$ cat src/verilog/cmit_defs.svh
// Register offsets, field positions, reset values and divide masks of the interval timer
`ifndef CMIT_DEFS_SVH
`define CMIT_DEFS_SVH

// ****************************************************
// Register byte offsets
// ****************************************************
`define CMIT_OFS_START 8'h00
`define CMIT_OFS_CSR 8'h04
`define CMIT_OFS_CNT 8'h08
`define CMIT_OFS_COR 8'h0C
`define CMIT_OFS_STBY 8'h10
`define CMIT_OFS_ISTAT 8'h14
`define CMIT_OFS_IMASK 8'h18

// ****************************************************
// Field positions
// ****************************************************
`define CMIT_RUN_BIT 0
`define CMIT_STBY_BIT 0
`define CMIT_FLAG_BIT 7
`define CMIT_IRQEN_BIT 6
`define CMIT_CSEL_LO 0
`define CMIT_CSEL_HI 1
`define CMIT_EV_MATCH_BIT 0

// ****************************************************
// Reset values
// ****************************************************
`define CMIT_CNT_RST 16'h0000
`define CMIT_COR_RST 16'hFFFF
`define CMIT_STBY_RST 1'h1

// ****************************************************
// Prescaler divide masks (ratio minus one)
// ****************************************************
`define CMIT_DIV8_MASK 9'h007
`define CMIT_DIV32_MASK 9'h01F
`define CMIT_DIV128_MASK 9'h07F
`define CMIT_DIV512_MASK 9'h1FF

`endif

$ cat src/verilog/cmit_pkg.sv
// Types and the shared divide-mask function of the interval timer
`include "cmit_defs.svh"

package cmit_pkg;

    // ****************************************************
    // Clock select codes
    // ****************************************************
    typedef enum logic [1:0] {
        CMIT_CSEL_DIV8 = 2'b00,
        CMIT_CSEL_DIV32 = 2'b01,
        CMIT_CSEL_DIV128 = 2'b10,
        CMIT_CSEL_DIV512 = 2'b11
    } cmit_csel_t;

    // ****************************************************
    // Register selection
    // ****************************************************
    typedef enum logic [2:0] {
        CMIT_SEL_START = 3'b000,
        CMIT_SEL_CSR = 3'b001,
        CMIT_SEL_CNT = 3'b010,
        CMIT_SEL_COR = 3'b011,
        CMIT_SEL_STBY = 3'b100,
        CMIT_SEL_ISTAT = 3'b101,
        CMIT_SEL_IMASK = 3'b110,
        CMIT_SEL_NONE = 3'b111
    } cmit_sel_t;

    function automatic logic [8:0] cmit_div_mask(input cmit_csel_t csel);
        case (csel)
            CMIT_CSEL_DIV8: cmit_div_mask = `CMIT_DIV8_MASK;
            CMIT_CSEL_DIV32: cmit_div_mask = `CMIT_DIV32_MASK;
            CMIT_CSEL_DIV128: cmit_div_mask = `CMIT_DIV128_MASK;
            default: cmit_div_mask = `CMIT_DIV512_MASK;
        endcase
    endfunction : cmit_div_mask

endpackage : cmit_pkg

$ cat src/verilog/cmit_tick_if.sv
// Carrier between the timer core and its prescaler
interface cmit_tick_if;
    import cmit_pkg::*;
    logic run;
    cmit_csel_t csel;
    logic tick;
    modport timer (output run, output csel, input tick);
    modport prescaler (input run, input csel, output tick);
endinterface : cmit_tick_if

$ cat src/verilog/cmit_prescaler.sv
// Prescaler that turns the peripheral clock into count-up enable pulses
module cmit_prescaler
    import cmit_pkg::*;
#(
    parameter int PRE_WIDTH = 9
) (
    input wire logic clk,
    input wire logic rst,
    cmit_tick_if.prescaler tk
);

    // ****************************************************
    // Parameter check
    // ****************************************************
    if (PRE_WIDTH != 9) begin : g_bad_width
        $error("cmit_prescaler: PRE_WIDTH must be 9");
    end

    logic [8:0] pre;
    logic [8:0] mask;

    assign mask = cmit_div_mask(tk.csel);

    // Restart from zero on start so the first tick comes one full period later
    always_ff @(posedge clk or posedge rst) begin
        if (rst) begin
            pre <= 9'h000;
        end else if (tk.run) begin
            pre <= 9'(pre + 9'h001);
        end else begin
            pre <= 9'h000;
        end
    end

    // One-cycle enable per divided period
    always_ff @(posedge clk or posedge rst) begin
        if (rst) begin
            tk.tick <= 1'b0;
        end else begin
            tk.tick <= tk.run && ((pre & mask) == mask);
        end
    end

endmodule : cmit_prescaler

$ cat src/verilog/cmit_timer.sv
// One channel of the 16-bit compare-match interval timer with APB register access
//
// Contract
// - With run bit set, counter increments once per selected clock tick.
// - Counter equal to compare constant: counter cleared, match flag set.
// - After a match clear, counting continues from zero untouched.
// - Counter clock is one of four divided peripheral clocks.
// - Match interrupt follows match flag AND enable one clock later.
// - Channel has its own match interrupt output.
// - Match fires on the tick after equality, as counter goes to zero.
// - Flag clears only by writing 0 after reading it as 1.
// - Comes up in standby, halted; registers locked until standby released.
// - Match clear in second bus cycle beats a counter write.
// - Word write to counter beats a coincident count-up tick.
// - Byte write beats count-up; other byte keeps its old value.
// - Equal counter and constant while stopped outside standby still sets flag and clears.
// - Select codes 00,01,10,11 divide by 8, 32, 128, 512.
// - Counter is a 16-bit read/write up-counter resetting to zero.
// - Compare constant is 16 bits, resets to all ones.
// - A new match between read and write keeps the flag set.
//
// The register addresses and the APB slave port are this design's own decisions.
`include "cmit_defs.svh"

module cmit_timer
    import cmit_pkg::*;
#(
    parameter int CNT_WIDTH = 16,
    parameter int ADDR_WIDTH = 8
) (
    input wire logic clk,
    input wire logic rst,
    input wire logic psel,
    input wire logic penable,
    input wire logic pwrite,
    input wire logic [ADDR_WIDTH-1:0] paddr,
    input wire logic [31:0] pwdata,
    input wire logic [3:0] pstrb,
    output logic [31:0] prdata,
    output logic pready,
    output logic pslverr,
    output logic match_interrupt,
    output logic irq
);

    // ****************************************************
    // Parameter check
    // ****************************************************
    if (CNT_WIDTH != 16 || ADDR_WIDTH < 8) begin : g_bad_param
        $error("cmit_timer: CNT_WIDTH must be 16 and ADDR_WIDTH at least 8");
    end

    // ****************************************************
    // Functions
    // ****************************************************
    function automatic cmit_sel_t decode(input logic [7:0] a);
        if (a == `CMIT_OFS_START) begin
            decode = CMIT_SEL_START;
        end else if (a == `CMIT_OFS_CSR) begin
            decode = CMIT_SEL_CSR;
        end else if (a == `CMIT_OFS_CNT) begin
            decode = CMIT_SEL_CNT;
        end else if (a == `CMIT_OFS_COR) begin
            decode = CMIT_SEL_COR;
        end else if (a == `CMIT_OFS_STBY) begin
            decode = CMIT_SEL_STBY;
        end else if (a == `CMIT_OFS_ISTAT) begin
            decode = CMIT_SEL_ISTAT;
        end else if (a == `CMIT_OFS_IMASK) begin
            decode = CMIT_SEL_IMASK;
        end else begin
            decode = CMIT_SEL_NONE;
        end
    endfunction : decode

    // Byte-lane merge; an unwritten lane keeps its old contents
    function automatic logic [15:0] merge16(
        input logic [15:0] old,
        input logic [31:0] wd,
        input logic [3:0] st
    );
        merge16[7:0] = st[0] ? wd[7:0] : old[7:0];
        merge16[15:8] = st[1] ? wd[15:8] : old[15:8];
    endfunction : merge16

    // Write or read strobe for one register
    function automatic logic reg_hit(
        input logic ev,
        input cmit_sel_t s,
        input cmit_sel_t want
    );
        reg_hit = ev && (s == want);
    endfunction : reg_hit

    // ****************************************************
    // Registers and wires
    // ****************************************************
    logic standby;
    logic channel_run_bit;
    logic match_flag;
    logic match_irq_enable;
    cmit_csel_t clock_select_field;
    logic [15:0] interval_counter;
    logic [15:0] compare_constant;
    logic flag_read_armed;
    logic irq_status;
    logic irq_mask;

    cmit_sel_t sel;
    logic locked;
    logic setup_ph;
    logic wr_ev;
    logic rd_ev;
    logic match_ev;
    logic cnt_wr;
    logic running;
    logic [31:0] next_prdata;
    logic [15:0] next_interval_counter;
    logic we_start;
    logic we_csr;
    logic we_cnt;
    logic we_cor;
    logic we_stby;
    logic we_istat;
    logic we_imask;
    logic re_csr;

    // Prescaler runs only while counting, so a stopped channel sees no ticks
    cmit_tick_if tk ();

    cmit_prescaler #(
        .PRE_WIDTH(9)
    ) u_prescaler (
        .clk(clk),
        .rst(rst),
        .tk(tk.prescaler)
    );

    // ****************************************************
    // Bus decode
    // ****************************************************
    assign sel = decode(paddr[7:0]);
    // Standby register stays reachable so software can wake the block
    assign locked = standby && (sel != CMIT_SEL_STBY);
    assign setup_ph = psel && !penable;
    assign wr_ev = psel && penable && pready && pwrite && !pslverr;
    assign rd_ev = psel && penable && pready && !pwrite && !pslverr;

    // ****************************************************
    // Register strobes
    // ****************************************************
    assign we_start = reg_hit(wr_ev, sel, CMIT_SEL_START);
    assign we_csr = reg_hit(wr_ev, sel, CMIT_SEL_CSR);
    assign we_cnt = reg_hit(wr_ev, sel, CMIT_SEL_CNT);
    assign we_cor = reg_hit(wr_ev, sel, CMIT_SEL_COR);
    assign we_stby = reg_hit(wr_ev, sel, CMIT_SEL_STBY);
    assign we_istat = reg_hit(wr_ev, sel, CMIT_SEL_ISTAT);
    assign we_imask = reg_hit(wr_ev, sel, CMIT_SEL_IMASK);
    assign re_csr = reg_hit(rd_ev, sel, CMIT_SEL_CSR);
    // A write with both counter lanes idle must not block the count-up
    assign cnt_wr = we_cnt && (pstrb[1:0] != 2'b00);

    // ****************************************************
    // Counting and match
    // ****************************************************
    assign running = channel_run_bit && !standby;
    assign tk.run = running;
    assign tk.csel = clock_select_field;

    // Running: compare only on a tick, so the match lands on the next tick
    // after equality. Stopped outside standby: an equal pair matches at once.
    always_comb begin
        if (standby) begin
            match_ev = 1'b0;
        end else if (running) begin
            match_ev = tk.tick && (interval_counter == compare_constant);
        end else begin
            match_ev = (interval_counter == compare_constant);
        end
    end

    // Priority: match clear, then bus write, then count-up
    always_comb begin
        next_interval_counter = interval_counter;
        if (match_ev) begin
            next_interval_counter = `CMIT_CNT_RST;
        end else if (cnt_wr) begin
            next_interval_counter = merge16(interval_counter, pwdata, pstrb);
        end else if (running && tk.tick) begin
            next_interval_counter = 16'(interval_counter + 16'h0001);
        end
    end

    always_ff @(posedge clk or posedge rst) begin
        if (rst) begin
            interval_counter <= `CMIT_CNT_RST;
        end else begin
            interval_counter <= next_interval_counter;
        end
    end

    always_ff @(posedge clk or posedge rst) begin
        if (rst) begin
            compare_constant <= `CMIT_COR_RST;
        end else if (we_cor) begin
            compare_constant <= merge16(compare_constant, pwdata, pstrb);
        end
    end

    // ****************************************************
    // Control registers
    // ****************************************************
    always_ff @(posedge clk or posedge rst) begin
        if (rst) begin
            standby <= `CMIT_STBY_RST;
        end else if (we_stby && pstrb[0]) begin
            standby <= pwdata[`CMIT_STBY_BIT];
        end
    end

    always_ff @(posedge clk or posedge rst) begin
        if (rst) begin
            channel_run_bit <= 1'b0;
        end else if (we_start && pstrb[0]) begin
            channel_run_bit <= pwdata[`CMIT_RUN_BIT];
        end
    end

    always_ff @(posedge clk or posedge rst) begin
        if (rst) begin
            match_irq_enable <= 1'b0;
        end else if (we_csr && pstrb[0]) begin
            match_irq_enable <= pwdata[`CMIT_IRQEN_BIT];
        end
    end

    always_ff @(posedge clk or posedge rst) begin
        if (rst) begin
            clock_select_field <= CMIT_CSEL_DIV8;
        end else if (we_csr && pstrb[0]) begin
            clock_select_field <= cmit_csel_t'(pwdata[`CMIT_CSEL_HI:`CMIT_CSEL_LO]);
        end
    end

    // ****************************************************
    // Match flag with read-then-write clear
    // ****************************************************
    // Armed only by a read that returned 1; a fresh match disarms it
    always_ff @(posedge clk or posedge rst) begin
        if (rst) begin
            flag_read_armed <= 1'b0;
        end else if (match_ev) begin
            flag_read_armed <= 1'b0;
        end else if (re_csr) begin
            flag_read_armed <= prdata[`CMIT_FLAG_BIT];
        end else if (we_csr) begin
            flag_read_armed <= 1'b0;
        end
    end

    always_ff @(posedge clk or posedge rst) begin
        if (rst) begin
            match_flag <= 1'b0;
        end else if (match_ev) begin
            match_flag <= 1'b1;
        end else if (we_csr && pstrb[0] && flag_read_armed
                     && !pwdata[`CMIT_FLAG_BIT]) begin
            match_flag <= 1'b0;
        end
    end

    // ****************************************************
    // Interrupt status and mask
    // ****************************************************
    // Set wins over a write-one clear in the same cycle
    always_ff @(posedge clk or posedge rst) begin
        if (rst) begin
            irq_status <= 1'b0;
        end else if (match_ev) begin
            irq_status <= 1'b1;
        end else if (we_istat && pstrb[0]
                     && pwdata[`CMIT_EV_MATCH_BIT]) begin
            irq_status <= 1'b0;
        end
    end

    always_ff @(posedge clk or posedge rst) begin
        if (rst) begin
            irq_mask <= 1'b0;
        end else if (we_imask && pstrb[0]) begin
            irq_mask <= pwdata[`CMIT_EV_MATCH_BIT];
        end
    end

    // Registered so both requests leave a flop; costs one clock of latency
    always_ff @(posedge clk or posedge rst) begin
        if (rst) begin
            match_interrupt <= 1'b0;
            irq <= 1'b0;
        end else begin
            match_interrupt <= match_flag && match_irq_enable;
            irq <= irq_status && irq_mask;
        end
    end

    // ****************************************************
    // Read data and bus answer
    // ****************************************************
    // Read data is captured in the setup cycle, giving zero wait states
    always_comb begin
        next_prdata = 32'h0000_0000;
        if (!locked) begin
            case (sel)
                CMIT_SEL_START: next_prdata[`CMIT_RUN_BIT] = channel_run_bit;
                CMIT_SEL_CSR: begin
                    next_prdata[`CMIT_FLAG_BIT] = match_flag;
                    next_prdata[`CMIT_IRQEN_BIT] = match_irq_enable;
                    next_prdata[`CMIT_CSEL_HI:`CMIT_CSEL_LO] = clock_select_field;
                end
                CMIT_SEL_CNT: next_prdata[15:0] = interval_counter;
                CMIT_SEL_COR: next_prdata[15:0] = compare_constant;
                CMIT_SEL_STBY: next_prdata[`CMIT_STBY_BIT] = standby;
                CMIT_SEL_ISTAT: next_prdata[`CMIT_EV_MATCH_BIT] = irq_status;
                CMIT_SEL_IMASK: next_prdata[`CMIT_EV_MATCH_BIT] = irq_mask;
                default: next_prdata = 32'h0000_0000;
            endcase
        end
    end

    always_ff @(posedge clk or posedge rst) begin
        if (rst) begin
            prdata <= 32'h0000_0000;
        end else if (setup_ph && !pwrite) begin
            prdata <= next_prdata;
        end
    end

    always_ff @(posedge clk or posedge rst) begin
        if (rst) begin
            pready <= 1'b0;
            pslverr <= 1'b0;
        end else begin
            pready <= setup_ph;
            pslverr <= setup_ph && (locked || sel == CMIT_SEL_NONE);
        end
    end

endmodule : cmit_timer

$ cat config.mk
export PLATFORM = sky130hd
export DESIGN_NAME = cmit_timer
export DESIGN_NICKNAME = d
export VERILOG_FILES = /design/src/verilog/cmit_pkg.sv /design/src/verilog/cmit_tick_if.sv /design/src/verilog/cmit_prescaler.sv /design/src/verilog/cmit_timer.sv
export VERILOG_INCLUDE_DIRS = /design/src /design/src/verilog
export SDC_FILE = /design/constraint.sdc
export NUM_CORES = 1
export LEC_CHECK = 0
export ABC_CLOCK_PERIOD_IN_PS = 3850
export BUFFER_PORTS_ARGS = -buffer_cell sky130_fd_sc_hd__buf_2
export CAP_MARGIN = 20
export CORE_MARGIN = 2
export CORE_UTILIZATION = 59
export CTS_CLUSTER_DIAMETER = 50
export DETAILED_ROUTE_END_ITERATION = 8
export GPL_TIMING_DRIVEN = 0
export PLACE_DENSITY = 0.85
export SLEW_MARGIN = 10
export SYNTH_ARGS = -nofsm -noshare
export SYNTH_HDL_FRONTEND = slang
export SYNTH_HIERARCHICAL = 1
export SYNTH_SLANG_ARGS = --single-unit
$ cat constraint.sdc
create_clock -name clk -period 3.85 [get_ports clk]
set_input_delay 0.385 -clock clk [delete_from_list [all_inputs] [get_ports clk]]
set_output_delay 0.385 -clock clk [all_outputs]
set_load 0.01 [all_outputs]
==> flow_metrics.env <==
export IMPL_grt_antenna_before_repair=0
export IMPL_pwr_density_cell_nw_per_um2=333.7
export IMPL_synthTopCellsByArea="dfrtp_1 33%, dfstp_2 11%, mux2_2 6.1%"
export IMPL_area_growth_pct=16.21
export IMPL_post_route_period_util=0.6837
export IMPL_synth_top_flop_cell="dfrtp_1"
export IMPL_status="completed"
export IMPL_critPathBufInv=2
export IMPL_hold_ws_ns=0.01441
export IMPL_busiest_layer="met2"
export IMPL_power_leakage_nw=2.145
export IMPL_ys_types=58
export IMPL_dieArea_um2=7577
export IMPL_gr_usage_met1=0.3916
export IMPL_tightest_slew_ns=0.6944
export IMPL_tns_ns=0
export IMPL_ys_warn_count=6
export IMPL_clk_pin_slew_ns=0.08
export IMPL_worstPathCellList="clkbuf_1 -> xor2_1 -> nor3_1 -> nand4_1 -> nor4_4 -> clkbuf_1 -> a21oi_1"
export IMPL_worst_path_most_repeated_cell="clkbuf_1"
export IMPL_finalClockSkew_ns=0.009042
export IMPL_grt_pass1_vias=3337
export IMPL_timing_final_crit_period_ns=2.632
export IMPL_grt_max_degree=37
export IMPL_detailed_place_area_um2=4481
export IMPL_mostFrequentLayoutCells="57 x buf_2, 54 x dfrtp_1, 40 x nand2_1"
export IMPL_place_congestion=0.8934
export IMPL_clk_path_buf_depth=2
export IMPL_routed_wirelength_um=10430
export IMPL_grt_pass1_wl_um=16650
export IMPL_finalMaxSlewViolations=0
export IMPL_cp_required_ns=4.06
export IMPL_root_buffer="clkbuf_8"
export IMPL_grtUsageTotal=0.2846
export IMPL_r2r_slack_ns=1.22
export IMPL_finalPower_mw=1.578
export IMPL_cts_resized=0
export IMPL_drive_gt1_frac=0.3052
export IMPL_synth_edf_count=0
export IMPL_yosysSeqAreaShare=0.4419
export IMPL_die_h_um=87.05
export IMPL_wl_per_cell_um=18.45
export IMPL_max_stage_delay_ns=0.57
export IMPL_final_common_cell="buf_2"
export IMPL_cts_sinks=71
export IMPL_crit_cells=7
export IMPL_grt_met2_usage=0.4532
export IMPL_critPathMaxFanout=10
export IMPL_ctsHoldBuffers=0
export IMPL_drc_errors=0
export IMPL_hold_path_class="in2async"
export IMPL_ir_worst_vdd_mv=0.1660
export IMPL_synth_seq_cells=71
export IMPL_critPathKind="reg2reg"
export IMPL_core_area_um2=6719
export IMPL_n_fill_cell=527
export IMPL_postLayoutCellArea_um2=4728
export IMPL_slowest_stage="nor4_4"
export IMPL_post_dp_hpwl_um=7510
export IMPL_io_pins=85
export IMPL_fin_cells=565
export IMPL_die_w_um=87.05
export IMPL_finalHoldViolCount=0
export IMPL_critPathLaunchType="flip-flop"
export IMPL_postCtsSetupBuffers=0
export IMPL_drtPass1Iterations=5
export IMPL_cts_buffers=9
export IMPL_io_buffers=47
export IMPL_synth_top_area_share=0.3321
export IMPL_post_drt_via_cell_ratio=6.389
export IMPL_antenna_left=0
export IMPL_relSlewSlack=0.5336
export IMPL_dp_slack_ns=1.290
export IMPL_endpoint_kind="flip-flop"
export IMPL_cp_startpoint="interval_counter[4]"
export IMPL_grt_overflow_total=0
export IMPL_antenna_cells=0
export IMPL_async_reset_ff_frac=1.000
export IMPL_dr_first_iter_drc_count=432
export IMPL_vias=3610
export IMPL_nets=531
export IMPL_synth_cells=406
export IMPL_dp_cells=549
export IMPL_synth_top_area_cell="dfrtp_1"
export IMPL_clock_latency_ns=0.35
export IMPL_reg2reg_from="interval_counter[4]"
export IMPL_drv_cap=0
export IMPL_htreeDepth=3
export IMPL_mappedNetlistArea_um2=4069
export IMPL_fin_ws_ns=1.218
export IMPL_use_met3=0.05877
export IMPL_initial_core_util=0.6056
export IMPL_crit_arrival_ns=2.84
export IMPL_cts_tree="built"
export IMPL_path_delay_family="simple AND/OR/NAND/NOR gates"
export IMPL_reg2regPathDepth=7
export IMPL_avgSynthCellArea_um2=10.02
export IMPL_setup_violations=0
export IMPL_fmax_ghz=0.3799
export IMPL_fin_util=0.7037
export IMPL_rsz0062_at_grt="false"
export IMPL_rows=30
-- worst reg2reg max path: stages (launching register included) --
cell	delay, ns
dfrtp_1	0.32
clkbuf_1	0.31
xor2_1	0.16
nor3_1	0.27
nand4_1	0.22
nor4_4	0.57
clkbuf_1	0.53
a21oi_1	0.11
-- cell usage after synthesis (12+ instances only) --
cell type	count
dfrtp_1	54
nand2_1	40
mux2_2	22
o21ai_0	21
buf_4	18
dfstp_2	17
nand3_1	17
xor2_1	17
a21oi_1	16
and3_1	15
a22oi_1	12
and2_1	12
-- routing by layer --
metal / up-vias / share of wire
li1: 1622 / -
met1: 1730 / 0.41
met2: 229 / 0.47
met3: 29 / 0.098
met4: 0 / 0.019
met5: - / 0
-- cell families after synthesis --
logic type / count (synthesis) / synth area share
muxes: 25 / 0.07134
adders and majority gates: 2 / 0.006149
xor gates and xnor gates: 20 / 0.04305
DFF: 71 / 0.4419
other: 1 / 0.0009216
and+or+nand+nor: 130 / 0.1870
AOI/OAI and AO/OA: 109 / 0.1796
buffers and inverters: 48 / 0.07011
-- where the power goes --
group | internal (mW) | switching, mW
Sequential | 0.749 | 0.00174
Clock | 0.450 | 0.289
Combinational | 0.0339 | 0.0547
Total | 1.23 | 0.346
-- sequential cells by signal, indices dropped and copies added, names as in the netlist --
signal	count
compare_constant	16
interval_counter	16
prdata	16
u_prescaler/pre	9
clock_select_field	2
channel_run_bit	1
flag_read_armed	1
irq	1
irq_mask	1
irq_status	1
match_flag	1
match_interrupt	1
match_irq_enable	1
pready	1
pslverr	1
standby	1
u_prescaler/tk.tick	1
-- area by class of cell --
class | count | area, um2 | area share
multi-input cells | 302 | 2042 | 0.4319
repair buffers | 48 | 255.2 | 0.05398
well taps | 80 | 100.1 | 0.02117
flip-flops and latches | 71 | 1798 | 0.3803
inverters | 5 | 18.77 | 0.003969
clock buffers | 11 | 141.4 | 0.02990
plain buffers | 43 | 266.5 | 0.05636
clock inverters | 5 | 106.4 | 0.02249
-- final timing paths --
path | end
max in group asynchronous | compare_constant[15]
min in group clk | pready
worst max register to register | interval_counter[2]
worst min register to register | prdata[1]
worst max-delay path | interval_counter[2]
worst min-delay path | u_prescaler/pre[5]
(Power assumes the default switching activity.)
